==> src/common/swc_regs.svh <==
// register map, field positions and timing counts of the sleep controller
`ifndef SWC_REGS_SVH
`define SWC_REGS_SVH
// ----------------------------------------------------------------
// register offsets
// ----------------------------------------------------------------
`define SWC_OPT_OFS   12'h000
`define SWC_CFG_OFS   12'h004
`define SWC_STAT_OFS  12'h008
`define SWC_ID_OFS    12'h010
`define SWC_OPT_RST   8'hFF
// ----------------------------------------------------------------
// field positions
// ----------------------------------------------------------------
`define SWC_OPT_PSA   3
`define SWC_CFG_CP    6
`define SWC_CFG_WATCHDOG_FUSE_ENABLE  3
`define SWC_ST_PD     0
`define SWC_ST_TO     1
`define SWC_ST_SLEEP  2
`define SWC_ST_PROG   3
`define SWC_ID_BITS   7
`define SWC_FOSC_LP   3'h0
`define SWC_FOSC_XT   3'h1
`define SWC_FOSC_HS   3'h2
`define SWC_VECTOR    13'h0004
// ----------------------------------------------------------------
// timing
// ----------------------------------------------------------------
`define SWC_CLK_NS    5
`define SWC_WDT_MS    18
`define SWC_WDT_CYC   (`SWC_WDT_MS * 1000000 / `SWC_CLK_NS)
`define SWC_OST_TOSC  1024
`define SWC_OST_CYC   `SWC_OST_TOSC
`endif

==> src/common/swc_pkg.sv <==
// types shared by the sleep and wake-up controller
package swc_pkg;
  typedef enum logic [1:0] {
    SWC_RUN,
    SWC_SLEEP,
    SWC_OST,
    SWC_WAKE
  } swc_state_t;
  // wake-capable interrupt sources: tmr1, capture, adc, cmp, ioc, ext
  typedef struct packed {
    logic [5:0] flag;
    logic [5:0] en;
  } swc_irq_t;
  typedef struct packed {
    logic       sleep_instr;
    logic       clear_instr;
    logic       osc_fail;
    logic       global_irq_enable;
  } swc_core_t;
endpackage

==> src/verilog/swc_sleep_ctrl.sv <==
// sleep entry, wake-up and watchdog control with apb registers
//
// The APB slave port and the register offsets were left to the implementer.
`timescale 1ns/1ps
`default_nettype none
`include "swc_regs.svh"

// Overview of operation
// - crystal modes hold the watchdog cleared until the start-up timer ends.
// - watchdog clears on fuse off, clear instruction, osc fail, every wake.
// - sleep clears watchdog, clears powerdown flag, sets timeout flag, holds pins.
// - watchdog reset is internal and never pulls master clear low.
// - master clear resets; watchdog or interrupt wake resumes without reset.
// - powerdown flag set at power-up, cleared when sleep takes effect.
// - timeout flag cleared when the watchdog times out.
// - only the six asynchronous sources and a watchdog timeout can wake the device.
// - next instruction is prefetched as sleep executes and runs first on wake.
// - a source wakes only with its enable set, whatever the global enable.
// - global enable clear resumes in line; set runs one then vectors 0004h.
// - enabled and flagged source with global enable clear wakes at once.
// - watchdog is cleared at every wake-up.
// - pending enabled flag turns sleep into a no-operation, no flag change.
// - interrupt after the sleep cycle: sleep takes effect, wake immediately.
// - crystal modes wait 1024 oscillator periods on wake, others none.
// - four 7-bit id words reachable only in program/verify mode.
// - in program mode data and clock pins are the serial programming port.
// - memory readable when unprotected; removing protection erases memory.
// - watchdog timeout resets when running and wakes when asleep.
module swc_sleep_ctrl #(
  parameter int unsigned WDT_CYC = `SWC_WDT_CYC
) (
  input  wire logic             pclk,
  input  wire logic             presetn,
  input  wire logic             psel,
  input  wire logic             penable,
  input  wire logic             pwrite,
  input  wire logic [11:0]      paddr,
  input  wire logic [31:0]      pwdata,
  output logic                  pready,
  output logic                  pslverr,
  output logic [31:0]           prdata,
  input  wire swc_pkg::swc_core_t core,
  input  wire swc_pkg::swc_irq_t  irq,
  input  wire logic [7:0]       fuse_word,
  input  wire logic             master_clear_pin,
  input  wire logic             hv_detect,
  input  wire logic             prog_data_pin,
  input  wire logic             prog_clock_pin,
  output logic                  wdt_reset,
  output logic                  ext_reset,
  output logic                  osc_driver_off,
  output logic                  io_hold,
  output logic                  core_stall,
  output logic                  prefetch_next,
  output logic                  resume,
  output logic                  vector_req,
  output logic [12:0]           vector_addr,
  output logic                  prog_mode,
  output logic                  serial_data,
  output logic                  serial_clock,
  output logic                  mem_read_ok,
  output logic                  bulk_erase
);
  // ----------------------------------------------------------------
  // helper functions
  // ----------------------------------------------------------------
  // crystal-type oscillator modes need the start-up timer
  function automatic logic is_xtal(input logic [2:0] f);
    is_xtal = (f == `SWC_FOSC_LP) || (f == `SWC_FOSC_XT) ||
              (f == `SWC_FOSC_HS);
  endfunction

  // ----------------------------------------------------------------
  // pin synchronisers
  // ----------------------------------------------------------------
  logic [3:0] pin_s1_q;
  logic [3:0] pin_s2_q;
  logic       master_clear_pin_n_s;
  logic       hv_s;
  logic       pdat_s;
  logic       pclk_s;

  // two flops on every asynchronous pin
  always_ff @(posedge pclk or negedge presetn) begin
    if (!presetn) begin
      pin_s1_q <= 4'h1;
      pin_s2_q <= 4'h1;
    end else begin
      pin_s1_q <= {prog_clock_pin, prog_data_pin, hv_detect,
                   master_clear_pin};
      pin_s2_q <= pin_s1_q;
    end
  end

  assign master_clear_pin_n_s = pin_s2_q[0];
  assign hv_s     = pin_s2_q[1];
  assign pdat_s   = pin_s2_q[2];
  assign pclk_s   = pin_s2_q[3];

  // ----------------------------------------------------------------
  // registers and state
  // ----------------------------------------------------------------
  swc_pkg::swc_state_t state_q, state_d;
  logic [7:0]  opt_q;
  logic        pd_q, pd_d;
  logic        to_q, to_d;
  logic [31:0] wdt_q, wdt_d;
  logic [10:0] ost_q, ost_d;
  logic        gie_q, gie_d;
  logic        hv_q;
  logic        prog_q;
  logic        cp_q;
  logic        cp_seen_q;
  logic [`SWC_ID_BITS-1:0] id_q [4];
  logic [31:0] prdata_q;
  logic        perr_q;

  // ----------------------------------------------------------------
  // decoding
  // ----------------------------------------------------------------
  wire        watchdog_fuse_enable     = fuse_word[`SWC_CFG_WATCHDOG_FUSE_ENABLE];
  wire        xtal     = is_xtal(fuse_word[2:0]);
  wire        pending  = |(irq.flag & irq.en);
  wire        psa      = opt_q[`SWC_OPT_PSA];
  wire [31:0] wdt_lim  = psa ? (WDT_CYC << opt_q[2:0]) : WDT_CYC;
  wire        wdt_to   = watchdog_fuse_enable && (wdt_q >= wdt_lim - 32'h1);
  wire        sleep_ok = core.sleep_instr && !pending &&
                         (state_q == swc_pkg::SWC_RUN);
  wire        master_clear_pin_rst = !master_clear_pin_n_s && !hv_s;
  wire        setup    = psel && !penable;
  wire        acc_wr   = psel && penable && pwrite;
  wire        id_hit   = (paddr[11:4] == 8'(`SWC_ID_OFS >> 4));
  wire [1:0]  id_idx   = paddr[3:2];
  wire        id_ok    = id_hit && prog_q;
  wire        known    = (paddr == `SWC_OPT_OFS) ||
                         (paddr == `SWC_CFG_OFS) ||
                         (paddr == `SWC_STAT_OFS) || id_ok;

  // ----------------------------------------------------------------
  // sleep state machine
  // ----------------------------------------------------------------
  always_comb begin
    state_d = state_q;
    ost_d   = ost_q;
    gie_d   = gie_q;
    case (state_q)
      swc_pkg::SWC_RUN: begin
        if (sleep_ok) begin
          state_d = swc_pkg::SWC_SLEEP;
          gie_d   = core.global_irq_enable;
        end
      end
      swc_pkg::SWC_SLEEP: begin
        gie_d = core.global_irq_enable;
        if (pending || wdt_to) begin
          if (xtal) begin
            state_d = swc_pkg::SWC_OST;
            ost_d   = 11'(`SWC_OST_CYC - 1);
          end else begin
            state_d = swc_pkg::SWC_WAKE;
          end
        end
      end
      swc_pkg::SWC_OST: begin
        if (ost_q == 11'h0)
          state_d = swc_pkg::SWC_WAKE;
        else
          ost_d = ost_q - 11'h1;
      end
      swc_pkg::SWC_WAKE: state_d = swc_pkg::SWC_RUN;
      default: state_d = swc_pkg::SWC_RUN;
    endcase
    if (master_clear_pin_rst)
      state_d = swc_pkg::SWC_RUN;
  end

  // ----------------------------------------------------------------
  // watchdog counter and status flags
  // ----------------------------------------------------------------
  always_comb begin
    wdt_d = wdt_q + 32'h1;
    pd_d  = pd_q;
    to_d  = to_q;
    if (!watchdog_fuse_enable || core.clear_instr || core.osc_fail ||
        master_clear_pin_rst)
      wdt_d = 32'h0;
    if (sleep_ok) begin
      wdt_d = 32'h0;
      pd_d  = 1'b0;
      to_d  = 1'b1;
    end
    if (state_q == swc_pkg::SWC_OST ||
        state_q == swc_pkg::SWC_WAKE)
      wdt_d = 32'h0;
    if (state_q == swc_pkg::SWC_SLEEP && state_d != state_q)
      wdt_d = 32'h0;
    if (wdt_to && !sleep_ok) begin
      to_d  = 1'b0;
      wdt_d = 32'h0;
    end
  end

  always_ff @(posedge pclk or negedge presetn) begin
    if (!presetn) begin
      state_q <= swc_pkg::SWC_RUN;
      ost_q   <= 11'h0;
      gie_q   <= 1'b0;
      wdt_q   <= 32'h0;
      pd_q    <= 1'b1;
      to_q    <= 1'b1;
    end else begin
      state_q <= state_d;
      ost_q   <= ost_d;
      gie_q   <= gie_d;
      wdt_q   <= wdt_d;
      pd_q    <= pd_d;
      to_q    <= to_d;
    end
  end

  // ----------------------------------------------------------------
  // core-facing outputs
  // ----------------------------------------------------------------
  wire asleep = (state_q != swc_pkg::SWC_RUN);
  assign wdt_reset      = wdt_to && (state_q == swc_pkg::SWC_RUN);
  assign ext_reset      = master_clear_pin_rst;
  assign osc_driver_off = (state_q == swc_pkg::SWC_SLEEP);
  assign io_hold        = asleep;
  assign core_stall     = asleep;
  assign prefetch_next  = sleep_ok;
  assign resume         = (state_q == swc_pkg::SWC_WAKE);
  assign vector_req     = resume && gie_q;
  assign vector_addr    = `SWC_VECTOR;

  // ----------------------------------------------------------------
  // program/verify mode and code protection
  // ----------------------------------------------------------------
  always_ff @(posedge pclk or negedge presetn) begin
    if (!presetn) begin
      hv_q      <= 1'b0;
      prog_q    <= 1'b0;
      cp_q      <= 1'b0;
      cp_seen_q <= 1'b0;
    end else begin
      hv_q      <= hv_s;
      cp_q      <= fuse_word[`SWC_CFG_CP];
      cp_seen_q <= 1'b1;
      if (!hv_s)
        prog_q <= 1'b0;
      else if (!hv_q && !pdat_s && !pclk_s)
        prog_q <= 1'b1;
    end
  end

  assign prog_mode    = prog_q;
  assign serial_data  = prog_q && pdat_s;
  assign serial_clock = prog_q && pclk_s;
  assign mem_read_ok  = prog_q && fuse_word[`SWC_CFG_CP];
  assign bulk_erase   = cp_seen_q && !cp_q &&
                        fuse_word[`SWC_CFG_CP];

  // ----------------------------------------------------------------
  // apb slave
  // ----------------------------------------------------------------
  // read data and error captured in setup, shown in access phase
  always_ff @(posedge pclk or negedge presetn) begin
    if (!presetn) begin
      prdata_q <= 32'h0;
      perr_q   <= 1'b0;
    end else if (setup) begin
      perr_q   <= !known;
      prdata_q <= 32'h0;
      if (paddr == `SWC_OPT_OFS)
        prdata_q <= {24'h0, opt_q};
      else if (paddr == `SWC_CFG_OFS)
        prdata_q <= {24'h0, fuse_word};
      else if (paddr == `SWC_STAT_OFS)
        prdata_q <= {28'h0, prog_q, asleep, to_q, pd_q};
      else if (id_ok)
        prdata_q <= {25'h0, id_q[id_idx]};
    end
  end

  assign pready  = 1'b1;
  assign pslverr = psel && penable && perr_q;
  assign prdata  = prdata_q;

  // option register and id words
  always_ff @(posedge pclk or negedge presetn) begin
    if (!presetn) begin
      opt_q <= `SWC_OPT_RST;
      for (int i = 0; i < 4; i++)
        id_q[i] <= 7'h0;
    end else if (acc_wr) begin
      if (paddr == `SWC_OPT_OFS)
        opt_q <= pwdata[7:0];
      if (id_ok)
        id_q[id_idx] <= pwdata[`SWC_ID_BITS-1:0];
    end
  end

  // ----------------------------------------------------------------
  // assertions
  // ----------------------------------------------------------------
  a_sleep_flags: assert property (
    @(posedge pclk) disable iff (!presetn)
    sleep_ok |=> !pd_q && to_q && wdt_q == 32'h0)
    else $error("sleep entry flags wrong");

  a_nop_sleep: assert property (
    @(posedge pclk) disable iff (!presetn)
    core.sleep_instr && pending && state_q == swc_pkg::SWC_RUN
    |=> state_q == swc_pkg::SWC_RUN && $stable(pd_q))
    else $error("sleep not a no-op with pending irq");

  a_wake_now: assert property (
    @(posedge pclk) disable iff (!presetn)
    state_q == swc_pkg::SWC_SLEEP && pending && !xtal && !master_clear_pin_rst
    |=> resume)
    else $error("no immediate wake");

  a_ost_hold: assert property (
    @(posedge pclk) disable iff (!presetn)
    state_q == swc_pkg::SWC_OST |=> wdt_q == 32'h0)
    else $error("watchdog ran during start-up");

  // cycles spent in the start-up wait, read by the length check
  logic [10:0] ost_run_q;

  always_ff @(posedge pclk or negedge presetn) begin
    if (!presetn)
      ost_run_q <= 11'h0;
    else if (state_q == swc_pkg::SWC_OST)
      ost_run_q <= ost_run_q + 11'h1;
    else
      ost_run_q <= 11'h0;
  end

  a_ost_enter: assert property (
    @(posedge pclk) disable iff (!presetn)
    state_q == swc_pkg::SWC_SLEEP && (pending || wdt_to) && xtal &&
    !master_clear_pin_rst |=> state_q == swc_pkg::SWC_OST && !resume)
    else $error("crystal wake skipped start-up wait");

  a_ost_len: assert property (
    @(posedge pclk) disable iff (!presetn || master_clear_pin_rst)
    resume && $past(state_q) == swc_pkg::SWC_OST
    |-> ost_run_q == 11'(`SWC_OST_CYC))
    else $error("start-up wait not 1024 cycles");

  a_wake_clear: assert property (
    @(posedge pclk) disable iff (!presetn)
    state_q == swc_pkg::SWC_SLEEP && (pending || wdt_to)
    |=> wdt_q == 32'h0)
    else $error("watchdog not cleared on wake");

  a_wdt_run_rst: assert property (
    @(posedge pclk) disable iff (!presetn)
    wdt_to && !asleep |-> wdt_reset ##1 !to_q)
    else $error("run timeout did not reset");

  a_wdt_fuse_off: assert property (
    @(posedge pclk) disable iff (!presetn)
    !watchdog_fuse_enable |=> wdt_q == 32'h0)
    else $error("disabled watchdog counted");

  a_vector: assert property (
    @(posedge pclk) disable iff (!presetn)
    resume |-> vector_req == gie_q ##1 !vector_req && !io_hold)
    else $error("vector request mismatch");

  a_id_lock: assert property (
    @(posedge pclk) disable iff (!presetn)
    setup && id_hit && !prog_q |=> pslverr && prdata == 32'h0)
    else $error("id word reachable outside program mode");
endmodule
`default_nettype wire

==> config.mk <==
export PLATFORM = sky130hd
export DESIGN_NAME = swc_sleep_ctrl
export DESIGN_NICKNAME = d
export VERILOG_FILES = /design/src/common/swc_pkg.sv /design/src/verilog/swc_sleep_ctrl.sv
export VERILOG_INCLUDE_DIRS = /design/src /design/src/common
export SDC_FILE = /design/constraint.sdc
export NUM_CORES = 1
export LEC_CHECK = 0
export ABC_AREA = 0
export BUFFER_PORTS_ARGS = -buffer_cell sky130_fd_sc_hd__buf_2
export CORE_MARGIN = 10
export CORE_UTILIZATION = 23
export CTS_CLUSTER_DIAMETER = 200
export CTS_CLUSTER_SIZE = 14
export DETAILED_ROUTE_END_ITERATION = 10
export PLACE_DENSITY_LB_ADDON = 0.25
export SYNTH_ARGS = -nofsm -noshare
export SYNTH_HDL_FRONTEND = slang
export SYNTH_SLANG_ARGS = --single-unit
==> constraint.sdc <==
create_clock -name pclk -period 5.7 [get_ports pclk]
set_input_delay 0.855 -clock pclk [delete_from_list [all_inputs] [get_ports pclk]]
set_output_delay 0.855 -clock pclk [all_outputs]
set_load 0.05 [all_outputs]
Yosys cells after proc, flatten, opt, wreduce, memory -nomap -nowiden --
Cells that the tools add are included.
Operators by class: divide/modulo/power cells 0, shift operators 1, bitwise logic cells 2, reduce and logical (&&, ||, !) cells 55, add/sub/neg operators 3, equal/unequal tests 14, $lt $le $gt $ge 3, $mul 0, muxes and demuxes 32
Operator list (number):
- $mux 32 | 7
- $mux 7 | 5
- $mux 11 | 3
- $add 32x1->32 const B | 1
- $ge 32x32->1 | 1
- $shl 22x3->32 const A | 1
- $sub 32x1->32 const B | 1
- $bwmux 28 | 1
- $pmux 11 s2 | 1
- $logic_and 1x1->1 | 21
- $bmux 7 s2 | 1
- $demux 7 s2 | 1
- $eq 12x3->1 const B | 1
- $eq 12x4->1 const B | 1
- $logic_not 12->1 | 1
- $logic_not 1->1 | 11
- $logic_not 11->1 | 1
- $sub 11x1->11 const B | 1
- $logic_or 1x1->1 | 10
- $eq 8x1->1 const B | 1
- $mux 2 | 4
- $mux 8 | 1
- $pmux 2 s4 | 1
- $reduce_bool 2->1 | 4
- other kinds (18) | 29
Word-level totals: ROM bits 0, memories 0, register bits 129, word-level logic and storage cells 129, output and inout bits 60, latch bits 0, bits of input ports 77, bits in writable memories 0

Logic depth before layout (Yosys ltp) --
Gate-level depths: netlist (run 1).
depth after elaboration 13, gate-level depth with buffers 21, depth with buffers taken out 17

Worst setup path after synthesis (run 1) --
Ideal clock, no wire load.
path type register -> output, from register opt_q[0], to output port wdt_reset, slack 0.979 ns, stages on the path, launching flop included 18, required time 4.845 ns, arrival 3.866 ns, path buffers 1, cell sequence dfstp_2 -> clkbuf_1 -> inv_1 -> ha_1 -> a21boi_0 -> ha_1 -> nand3_1 -> nor3_1 -> nand3_1 -> o21ai_0 -> nor2_1 -> ha_1 -> nand4_1 -> nor4_1 -> o31ai_1 -> nand2_1 -> nand2_1 -> nor2_1
On the way: longest elaborated chain between the ends 6
Ends and longest elaborated chain:
- start: declaration | line swc_sleep_ctrl.sv:104 | logic [7:0] opt_q;
- start signal: assignment | line swc_sleep_ctrl.sv:291 | opt_q <= `SWC_OPT_RST;
- start signal: assignment | line swc_sleep_ctrl.sv:296 | opt_q <= pwdata[7:0];
- $shl 22x3->32 | line swc_sleep_ctrl.sv:125 | wire [31:0] wdt_lim = psa ? (WDT_CYC << opt_q[2:0]) : WDT_CYC;
- $mux 32 | line swc_sleep_ctrl.sv:125
- $sub 32x1->32 | line swc_sleep_ctrl.sv:126 | wire wdt_to = watchdog_fuse_enable && (wdt_q >= wdt_lim - 32'h1);
- $ge 32x32->1 | line swc_sleep_ctrl.sv:126
- $logic_and 1x1->1 | line swc_sleep_ctrl.sv:126
- $logic_and 1x1->1 | line swc_sleep_ctrl.sv:225 | assign wdt_reset = wdt_to && (state_q == swc_pkg::SWC_RUN);
- end: declaration | line swc_sleep_ctrl.sv:49 | output logic wdt_reset,
No other way between the ends.

Worst setup path after layout (run 1) --
from register opt_q[1], to output port wdt_reset
Same word-level chain as after synthesis.

==> results, run 1 <==
- The core region area is 26800 um^2.
- The category of the worst setup path capture point is an output pin.
- The residual overflow from global routing is 0.
- By area the synthesized netlist is led by sky130_fd_sc_hd__dfrtp_1 37%, sky130_fd_sc_hd__ha_1 6.8%, sky130_fd_sc_hd__mux2_2 5.3%.
- The quantity of I/O buffers inserted on ports is 74.
- The cell with the biggest individual delay on the critical path is sky130_fd_sc_hd__dfstp_2.
- The die is between 150 and 200 um wide.
- Once the clock tree was built, the setup fixing pass inserted 0 buffers.
- The routability-driven placement congestion ratio is 0.753.
- The highest ir drop seen on vdd is 128 uV.
- The total number of nets in the final design is 801.
- The cell area after technology mapping is 6210 um^2.
- The number of H-tree levels is 3.
- The final cycle utilization of the critical path is approximately 93%.
- The number of resized instances in the post-cts repair step is 0.
- The cell taking the most area after synthesis is sky130_fd_sc_hd__dfrtp_1.
- Counting the fill cells in the layout gives 2882.
- The total track usage is 9.06%.
- The post-detailed-route via-to-cell ratio is roughly 4.4.
- After legalization and detailed placement, the total HPWL measured 11.6 mm.
- For the worst setup path, the data required time is between 4 and 5 ns.
- After synthesis the netlist holds a flip-flop and latch count of around 110.
- The hold buffer count at CTS is 0.
- The data arrival time at the worst-slack endpoint is roughly 4.4 ns.
- For the final database, setup skew stands at 0.00966 ns.
- After synthesis, flip-flops and latches occupy 42.5% of the total area.
- For this run, design rule violations remaining after detail routing come to 0.
- The main flop type after synthesis is sky130_fd_sc_hd__dfrtp_1.
- The insertion delay of the later-clocked pin in the worst-skew pair is 0.37 ns.
- Clock tree synthesis inserted a total of 9 buffers.
- Of the cells placed in the final design, the portion with a size suffix greater than 1 is between 20 and 25%.
- After detailed routing, the total wire length is between 15 and 20 mm.
- Entering global routing, the biggest net connects 63 pins.
- The type of element launching the critical path is a flip-flop.
- The path category of the worst min-delay check is reg -> reg.
- The clock passes through at most 2 buffers.
- The power per cell area is ~240 nW/um^2.
- The diode insertion count for antenna repair is 0.
- The worst pin sits at a relative slew slack of 37.7%.
- The slew at the pin closest to its max-slew limit is 0.931 ns.
- The first detailed-routing pass took 4 iterations.
- Of all nets on the critical path, the largest fanout is 10.
- The number of slew-limit violations in the final report is 0.
- The critical path goes through inv_1, ha_1, a21boi_1, ha_1, nand3_1, nor3_2, nand3_1, o21ai_0, nor2_1, ha_1, a21oi_1, o21ai_0, a221o_1, a211oi_4, nand2_1, nand2_1, nor2_1, buf_2.
- The number of DRC violations after detailed-routing iteration 0 is 279.
- The run finished with clean final reports.
- Derived from the worst setup path, the maximum achievable clock frequency is 189 MHz.
- The die is 184 um tall.
- The Yosys step of the flow raised 0 warnings.
- The fraction of synthesis flops using an asynchronous set or reset pin is 100%.
- The critical path in this run is classified as reg -> out.
- The number of standard-cell rows in the floorplan is 60.
- The shortest clock period the worst path allows after layout is 5.29 ns.
- The tool flagged a number of max-cap violations equal to 0.
- The clock slew at the register clock pins of the worst setup and hold paths is 0.08 ns.
- Yosys mapped a number of flops with a built-in enable equal to 0.
- In the post-synthesis netlist, the cell with the most instances is sky130_fd_sc_hd__dfrtp_1.
- The most numerous cell type found on the critical path is sky130_fd_sc_hd__ha_1.
- Clock tree synthesis found a total of 105 sinks.
- The initial core utilization is 23.2%.
- The number of antenna violations at the first check in global routing is 0.
- 137 I/O pins were placed.
- The via count of the first global-routing pass is 4480.
- The cell count after synthesis came out at 621.
- Setup repair after global routing left no endpoint under its margin.
- The die covers 34000 um^2.
- The setup TNS after final layout is 0 ns.
- The detailed-route via count is 4573.
- The commonest cells after synthesis are 93 x sky130_fd_sc_hd__dfrtp_1, 57 x sky130_fd_sc_hd__nor2_1, 41 x sky130_fd_sc_hd__nand2_1.
- Compared with the post-synthesis result, the final layout area differs by 15.0%.
- The total of endpoints with negative setup slack in the final report is 0.
- The share of synthesized area in the top cell type comes to between 30 and 40%.
- The number of instances in the placed design is 1020.
- The count of nets left with antenna violations once routing finished came out at 0.
- The final-report hold violation count is 0.
- The cell sitting at the root of the clock tree is a sky130_fd_sc_hd__clkbuf_16.
- The routed wire length per instance is 15.0 um.
- The TritonCTS clock tree is done.
- The total leakage power is 3.24 nW.
- The number of non-filler instances in the completed layout is 1036.
- The average instance in the mapped netlist occupies roughly 10 um^2.
- The peak per-stage delay on the critical path is 0.67 ns.
- The first global-routing pass estimated 24.7 mm of wire.
- The netlist uses 64 different library cells.
## flip-flops by register name, summed over array words and instances (netlist names)
name / count
prdata: 8
pin_s2_q: 4
pd_q: 1
opt_q: 8
cp_q: 1
prog_mode: 1
state_q: 2
wdt_q: 32
hv_q: 1
perr_q: 1
cp_seen_q: 1
id_q: 28
to_q: 1
pin_s1_q: 4
ost_q: 11
gie_q: 1
## power by group
part	internal, W	switching [W]	total, W
clock network	0.000313	0.000326	0.000639
registers	0.000785	0.0000354	0.000820
logic	0.0000683	0.000180	0.000249
## cell type report
cell class	count	area (um^2)	area share, %
multi-input combinational	479	3300	46.2
sequential	105	2640	37.0
tap	341	427	5.97
timing repair buffer	79	410	5.74
clock buffer	9	225	3.15
clock inverter	7	80.1	1.12
inverter	16	60.1	0.840
## cell usage in the layout, fill, tap and decap left out, types with 4 or more instances in the layout
master and count:
sky130_fd_sc_hd__nand2b_1 6, sky130_fd_sc_hd__dfstp_2 12, sky130_fd_sc_hd__a21o_1 8, sky130_fd_sc_hd__ha_1 34
sky130_fd_sc_hd__a31oi_1 4, sky130_fd_sc_hd__or3_1 5, sky130_fd_sc_hd__nor3_1 14, sky130_fd_sc_hd__a22oi_1 5
sky130_fd_sc_hd__or3b_1 4, sky130_fd_sc_hd__buf_2 73, sky130_fd_sc_hd__xnor2_1 20, sky130_fd_sc_hd__xor2_1 17
sky130_fd_sc_hd__nor2_1 57, sky130_fd_sc_hd__nand4_1 14, sky130_fd_sc_hd__and3_1 16, sky130_fd_sc_hd__mux2_2 29
sky130_fd_sc_hd__inv_1 15, sky130_fd_sc_hd__nor2b_1 6, sky130_fd_sc_hd__nor4_1 6, sky130_fd_sc_hd__a21oi_1 20
sky130_fd_sc_hd__and2_1 9, sky130_fd_sc_hd__a22o_1 5, sky130_fd_sc_hd__mux2_1 6, sky130_fd_sc_hd__dfrtp_1 93
sky130_fd_sc_hd__nand2_1 41, sky130_fd_sc_hd__buf_4 6, sky130_fd_sc_hd__clkbuf_16 9, sky130_fd_sc_hd__o21ai_1 14
sky130_fd_sc_hd__conb_1 42, sky130_fd_sc_hd__mux4_2 7, sky130_fd_sc_hd__o21ai_0 18, sky130_fd_sc_hd__nand3_1 30
## worst max-delay path: cells and delay by family, from the launching register on
kind,cells,cell delay [ns]
DFF,1,0.67
buffers and inverters,2,0.38
AOI/OAI and AO/OA,6,1.30
adders and majority gates,3,0.82
and+or+nand+nor,7,0.89
## per-stage QoR
step | worst slack (ns) | util, % | area (um^2) | hold WS, ns | total power, W
after floorplan | 0.979 | - | 6360 | 0.331 | 0.00103
after global placement | 0.577 | 25.4 | 6810 | 0.332 | 0.00108
after detailed placement | 0.487 | 25.4 | 6810 | 0.336 | 0.00109
after CTS | 0.0515 | 26.6 | 7120 | 0.354 | 0.00173
after global routing | 0.0239 | 26.7 | 7150 | 0.363 | 0.00179
final | 0.406 | 26.7 | 7150 | 0.350 | 0.00171
## cells by family after synthesis
family | Yosys count | synth area share (%)
compound gates | 100 | 10.6
flops | 105 | 42.5
other cells | 2 | 0.121
fa+ha+maj | 34 | 6.85
xor+xnor | 37 | 5.21
buf+inv | 77 | 7.21
simple gates | 222 | 18.3
mux | 44 | 9.20
## final timing paths
path / start / endpoint / slack [ns] / depth (start not counted)
worst max-delay path: opt_q[1]$_DFFE_PN1P_ / wdt_reset / 0.41 / 18
worst min-delay path: pin_s1_q[3]$_DFF_PN0_ / pin_s2_q[3]$_DFF_PN0_ / 0.35 / 0
worst max register to register: opt_q[1]$_DFFE_PN1P_ / wdt_q[10]$_DFF_PN0_ / 1.15 / 18
worst min register to register: pin_s1_q[3]$_DFF_PN0_ / pin_s2_q[3]$_DFF_PN0_ / 0.35 / 0
max in group asynchronous: presetn / wdt_q[30]$_DFF_PN0_ / 4.05 / 2
min in group asynchronous: presetn / id_q[5]$_DFFE_PN0P_ / 0.57 / 1
## routing by layer
layer  global-route usage (%)  wire length, um  vias up
li1                         -                -     2276
met4                     2.29              122        0
met2                     14.5             7420       71
met1                     12.0             7300     2215
met3                     2.19              662       11
met5                        0                0        -
Power figures use the tool's default switching activity.
==> run 2, diff against run 1 <==
BUFFER_PORTS_ARGS = -buffer_cell sky130_fd_sc_hd__buf_4   (was -buffer_cell sky130_fd_sc_hd__buf_2)
==> results, run 2 (synthesis results as in run 1) <==
- The flow ran to the end, and the final reports show no timing, DRC or antenna violations.
- The worst setup path is captured at an output pin.
- The flip-flop count of the largest register, all copies and words added is 32.
- The total track usage is under 10%.
- The die extent in y is approximately 180 um.
- For this run, the share of the core covered by cells in the final layout is 27.4%.
- The cell with the biggest individual delay on the critical path is sky130_fd_sc_hd__dfstp_2.
- Buffers inserted to repair hold after CTS numbered 0.
- Compared with the post-synthesis result, the final layout area differs by 18.0%.
- Summing all placed instances gives a cell area of 7000 um^2.
- In this run the core area contains 60 standard-cell rows.
- The number of buffers added by the clock tree synthesis step is 9.
- In the routed layout, each cell is associated on average with a via count of 4.43.
- Data on the critical path arrives at its endpoint at 4.47 ns.
- The number of DRC violations after detailed routing is 0.
- The power per cell area is 236 nW/um^2.
- The highest ir drop seen on vdd is around 160 uV.
- Counting along the longest clock path gives a buffer depth of 2.
- The total leakage power is around 3.3 nW.
- The setup path with the least slack is of type reg -> out.
- For the pin with the worst max-slew slack, the measured transition is 0.869 ns.
- The buffer cell driving the clock tree root is sky130_fd_sc_hd__clkbuf_16.
- The switching share of power is 31.6%.
- The first detailed-routing pass took 5 iterations.
- The number of nets with antenna violations after detailed routing is 0.
- The via count of the first global-routing pass is ~4700.
- Among cell families on the critical path, the largest total delay comes from simple AND/OR/NAND/NOR gates.
- The setup slack after layout is 0.377 ns.
- The initial utilization of the core area, before any placement, comes to a little under a quarter.
- Traced cell by cell, the critical path runs through inv_1, ha_1, inv_1, nand2_1, nor2_1, nand4_1, o41ai_1, ha_1, nand4_1, nor2_1, a221o_1, a211oi_4, nand2_1, nand2_1, nor2_1, buf_4.
- The total number of clock tree sinks is 105.
- The first-pass GRT wire length is roughly 25 mm.
- The quantity of I/O buffers inserted on ports is 74.
- For this block, the routed nets add up to around 15 mm of wire.
- The highest clock rate is 188 MHz.
- The diode insertion count for antenna repair is 0.
- The peak per-stage delay on the critical path is about 0.66 ns.
- The detailed-route via count is 4587.
- Setup violations remaining at the end of the flow were counted as 0.
- TritonCTS built the clock tree.
- The insertion delay of the later-clocked pin in the worst-skew pair is around 0.36 ns.
- The die covers 34000 um^2.
- The worst setup slack before clock tree synthesis is 0.531 ns.
- The final cycle utilization of the critical path is 93.4%.
- Setup repair after global routing left no endpoint under its margin.
- The number of slew-limit violations in the final report is 0.
- In this run the horizontal extent of the chip is 184 um.
- The H-tree generated during clock tree synthesis spans 3 levels.
- The number of antenna violations at the first check in global routing was 0.
- The routability-driven placement congestion ratio is roughly 0.74.
- wdt_q holds more flip-flops than any other register.
- In this run the tightest slew margin relative to its limit is roughly two fifths.
- After clock tree synthesis, the clock-pin slew on the worst setup and hold paths is 0.08 ns.
- The part of the power in combinational logic is between 10% and 20%.
- For this block, the initial DRC count from the detailed router was about 210.
- The internal power of the cells totals 0.00118 W.
- The min-delay analysis places its worst path in the category reg -> reg.
- Between clock sinks in the finished design, the worst skew comes to 0.0110 ns.
- The shortest clock period the worst path allows after layout is between 5 and 6 ns.
- STA classifies the critical path startpoint as a flip-flop.
- The fraction of layout instances using a drive strength above 1 is 22.0%.
- At the worst endpoint, the required time is 4.85 ns.
- In this run the count of I/O pins placed on the die edge is approximately 140.
- After routing, the total negative slack on setup checks comes to 0 ns.
- In this run the power spent charging and discharging nets is between 0.0005 and 0.0006 W.
- The maximum number of pins on one net before global-route repair is 64.
- In the final design database the tool counted 801 nets.
- The wire-length estimate of the detail-placed layout is 11.6 mm.
- Counting both buffers and inverters, the worst setup path holds a total of 3.
- The residual overflow from global routing is 0.
- Dividing the detail-routed wire length by the instance count gives 14.9 um.
- After routing the design area is 7330 um^2.
- The max-cap violation count is 0.
- Of all nets on the critical path, the largest fanout is 12.
- The most common library cell in the layout ignoring fill and taps is sky130_fd_sc_hd__dfrtp_1.
- The sequential share of power is 47.3%.
- The library cells used most frequently in the layout, excluding fill and tap cells, are 93 x sky130_fd_sc_hd__dfrtp_1, 79 x sky130_fd_sc_hd__buf_4, 57 x sky130_fd_sc_hd__nor2_1.
- The core region area is 26800 um^2.
- In the final layout, the registers with the most flip-flops are wdt_q: 32 flops, id_q: 28 flops, ost_q: 11 flops.
- The final-report hold violation count came to 0.
- The share of total power dissipated in the clock network is 37.6%.
-- run 2: cell types whose count changed in the layout (fill, tap and decap cells not counted), sizes merged --
cell,change
clkinv,+2
clkinvlp,-1
inv,-1
-- run 2: power groups by stage --
stage               logic (W)  registers [W]  clock network [W]
floorplan            0.000207       0.000824                  0
detailed placement   0.000265       0.000833                  0
CTS                  0.000266       0.000819           0.000674
global placement     0.000264       0.000832                  0
global route         0.000290       0.000826           0.000702
finish               0.000263       0.000819           0.000651
-- run 2: through the flow --
step / hold WS (ns) / power, W / cells
after CTS: 0.356 / 0.00176 / 1036
final: 0.352 / 0.00173 / 1036
after detailed placement: 0.336 / 0.00110 / 1020
after global routing: 0.358 / 0.00182 / 1036
after global placement: 0.332 / 0.00110 / 1020
after floorplan: 0.331 / 0.00103 / 661
-- run 2: final timing paths --
check | from | to | slack [ns] | cells after the start
hold / removal | pin_s1_q[3]$_DFF_PN0_ | pin_s2_q[3]$_DFF_PN0_ | 0.35 | 0
min in group asynchronous | presetn | id_q[5]$_DFFE_PN0P_ | 0.57 | 1
setup / recovery | opt_q[0]$_DFFE_PN1P_ | wdt_reset | 0.38 | 16
setup reg to reg | opt_q[0]$_DFFE_PN1P_ | wdt_q[6]$_DFF_PN0_ | 1.10 | 16
hold reg to reg | pin_s1_q[3]$_DFF_PN0_ | pin_s2_q[3]$_DFF_PN0_ | 0.35 | 0
max in group asynchronous | presetn | opt_q[1]$_DFFE_PN1P_ | 4.04 | 2
-- run 2: timing repair --
action                                 CTS  global route
setup endpoints to repair                0             1
setup buffers                            0             0
endpoints found under the hold margin    0             0
gates resized for setup                  0             4
-- run 2: per-layer routing --
layer	track usage (%)	share of wire [%]
met5	0	0
met4	2.62	0.91
met3	2.40	4.8
met2	14.5	47
met1	12.0	47
-- run 2: final cells by class --
type	instances	area, um^2
clock buffer	9	225
clock inverter	7	93.8
fill	2845	19500
inverter	16	60.1
multi-input combinational	479	3290
sequential	105	2640
tap	341	427
timing repair buffer	79	593
==> run 3, diff against run 2 <==
CELL_PAD_IN_SITES_DETAIL_PLACEMENT = 0   (was default)
CELL_PAD_IN_SITES_GLOBAL_PLACEMENT = 1   (was default)
clock period = 5.2 ns   (was 5.7 ns; I/O delays follow)
==> results, run 3 (synthesis results as in run 1) <==
- The flow ran to the end, and the final reports show no timing, DRC or antenna violations.
- Overall power consumption after layout is estimated at 0.00188 W.
- TritonCTS created 9 clock buffers.
- The path class of the tightest hold or removal check is reg -> reg.
- The relative slew slack is 35.3%.
- The highest clock rate is 204 MHz.
- The repair_antennas step left the layout with diodes totalling 0.
- The critical path is of the reg -> out type.
- The worst setup path is captured at an output pin.
- For this run, the detailed router's first-pass iteration total came to 4.
- At the placement stage, the worst setup path has a slack of 0.352 ns.
- In the routed design, unresolved DRC markers number 0.
- The number of antenna violations at the first check in global routing was 0.
- The worst path in the final design needs a cycle of 4.90 ns, including I/O delays and setup.
- The max-cap violation count is 0.
- At the pin with the least slew margin, the transition time is between 0.9 and 1 ns.
- For this configuration, the core starts out at a cell density of between 20% and 30%.
- For the final database, setup skew stands at 0.0133 ns.
- Setup repair after global routing left no endpoint under its margin.
- Power spread over the standard cell area amounts to 255 nW/um^2.
- The post-detailed-route via-to-cell ratio is 4.41.
- In the layout the commonest cells are 93 x sky130_fd_sc_hd__dfrtp_1, 86 x sky130_fd_sc_hd__buf_4, 57 x sky130_fd_sc_hd__nor2_1.
- Pin placement for this block handled 137 I/O pins.
- The total overflow left after global routing is 0.
- The total of endpoints with negative setup slack in the final report is 0.
- For the worst setup path, the data required time is 4.42 ns.
- The fraction of layout instances using a drive strength above 1 is 22.6%.
- The region available for standard cell placement spans ~27000 um^2.
- The final-report hold violation count is 0.
- Global routing used 9.73% of the available tracks across all layers.
- The total leakage power is 3.32 nW.
- The routability-driven placement congestion ratio is 0.760.
- For this block, the routed nets add up to 16.2 mm of wire.
- The type of element launching the critical path is a flip-flop.
- The insertion delay of the later-clocked pin in the worst-skew pair is 0.36 ns.
- The data arrival time at the worst-slack endpoint is 4.12 ns.
- The longest clock path from root to sink contains 2 buffers.
- Adding up every negative setup slack in the final design gives 0 ns.
- The flip-flop count of the largest register, all copies and words added is 32.
- The wire-length estimate of the detail-placed layout is 12.0 mm.
- For this design, the sink count on the clock tree is 105.
- The largest registers in the layout are wdt_q: 32 flops, id_q: 28 flops, ost_q: 11 flops.
- The register with the most flip-flops is wdt_q.
- The number of nets with antenna violations after detailed routing is 0.
- In this run the tool buffered the top-level ports with 74 buffer cells.
- The final critical path takes up 94.2% of the cycle.
- In the final design database the tool counted roughly 810 nets.
- In this run the clock root is driven by a sky130_fd_sc_hd__clkbuf_16.
- The setup slack after layout is 0.300 ns.
- The number of slew-limit violations in the final report is 0.
- Row generation in the floorplan step produced 60 rows.
- From bottom edge to top edge, the die measures between 150 and 200 um.
- The first-pass GRT wire length is 26.7 mm.
- The width of the die is approximately 180 um.
- The number of H-tree levels is 3.
- The via count of the first global-routing pass is 4850.
- The TritonCTS clock tree is done.
- The library cell used most frequently in the layout, excluding fill and tap cells, is sky130_fd_sc_hd__dfrtp_1.
- Along the worst path, the maximum fanout reaches 7.
- The clock slew at the register clock pins of the worst setup and hold paths is 0.09 ns.
- The number of DRC violations after detailed-routing iteration 0 is 222.
- Entering global routing, the biggest net connects 71 pins.
- The routed wire length per instance is between 15 and 20 um.
- The floorplan step defined a die boundary enclosing 34000 um^2.
- The worst-case IR drop observed on VDD is 129 uV.
- The detailed-route via count is 4595.
- The area growth from synthesis to layout is 18.5%.
[run 3: cell types whose count changed in the layout (fill, tap and decap cells not counted)]
| cell | delta |
|---|---|
| sky130_fd_sc_hd__a21oi_1 | +1 |
| sky130_fd_sc_hd__a21oi_2 | -1 |
| sky130_fd_sc_hd__buf_4 | +7 |
| sky130_fd_sc_hd__clkbuf_1 | +1 |
| sky130_fd_sc_hd__clkinv_8 | -2 |
| sky130_fd_sc_hd__inv_6 | +1 |
| sky130_fd_sc_hd__o31ai_1 | -1 |
| sky130_fd_sc_hd__o31ai_2 | +1 |
[run 3: area by class of cell]
type                            count  area [um^2]
Clock inverter                      6         70.1
Timing Repair Buffer               86          646
Multi-Input combinational cell    479         3290
Tap cell                          341          427
Clock buffer                       10          229
Inverter                           16         60.1
Fill cell                        2876        19400
Sequential cell                   105         2640
[run 3: per-layer routing]
metal / global-route usage (%) / share of wire (%)
met2: 15.5 / 48
met4: 2.36 / 0.43
met3: 2.44 / 3.3
met5: 0 / 0
met1: 12.9 / 48
[run 3: power by group]
part | internal (W) | switching [W] | total (W) | leakage, nW
Clock | 0.000342 | 0.000349 | 0.000691 | 0.145
Sequential | 0.000860 | 0.0000377 | 0.000898 | 1.36
Combinational | 0.0000906 | 0.000197 | 0.000288 | 1.81
[run 3: what timing repair did]
action	in CTS	in global routing
resized for setup	2	2
pin swaps	0	1
setup buffers	0	1
setup endpoints to repair	1	1
hold buffers	0	0
[run 3: critical path: stages, from the launching register on]
cell,delay (ns)
sky130_fd_sc_hd__dfstp_2,0.53
sky130_fd_sc_hd__inv_1,0.10
sky130_fd_sc_hd__ha_1,0.31
sky130_fd_sc_hd__a21boi_1,0.22
sky130_fd_sc_hd__ha_1,0.22
sky130_fd_sc_hd__nand3_1,0.12
sky130_fd_sc_hd__or3_1,0.32
sky130_fd_sc_hd__nand3_1,0.09
sky130_fd_sc_hd__o211a_1,0.17
sky130_fd_sc_hd__ha_1,0.24
sky130_fd_sc_hd__a21o_1,0.18
sky130_fd_sc_hd__a21o_1,0.16
sky130_fd_sc_hd__a21o_1,0.20
sky130_fd_sc_hd__o31ai_2,0.37
sky130_fd_sc_hd__nand2_1,0.17
sky130_fd_sc_hd__nand2_1,0.12
sky130_fd_sc_hd__nor2_1,0.04
sky130_fd_sc_hd__buf_4,0.19
[run 3: path summary, 6_finish.rpt]
kind	start	end	slack (ns)	cells past startpoint
max reg2reg	opt_q[0]$_DFFE_PN1P_	wdt_q[28]$_DFF_PN0_	0.94	17
min reg2reg	pin_s1_q[3]$_DFF_PN0_	pin_s2_q[3]$_DFF_PN0_	0.35	0
min	pin_s1_q[3]$_DFF_PN0_	pin_s2_q[3]$_DFF_PN0_	0.35	0
min in group asynchronous	presetn	prdata[6]$_DFFE_PN0P_	0.54	1
max in group asynchronous	presetn	opt_q[2]$_DFFE_PN1P_	3.60	2
max	opt_q[0]$_DFFE_PN1P_	wdt_reset	0.30	17
[run 3: per-stage QoR]
stage | area, um^2 | hold slack (ns) | instances | util [%]
finish | 7370 | 0.353 | 1043 | 27.5
global route | 7370 | 0.362 | 1043 | 27.5
CTS | 7350 | 0.355 | 1042 | 27.4
detailed placement | 7040 | 0.335 | 1026 | 26.3
global placement | 7040 | 0.332 | 1026 | 26.3
floorplan | 6360 | 0.331 | 661 | -
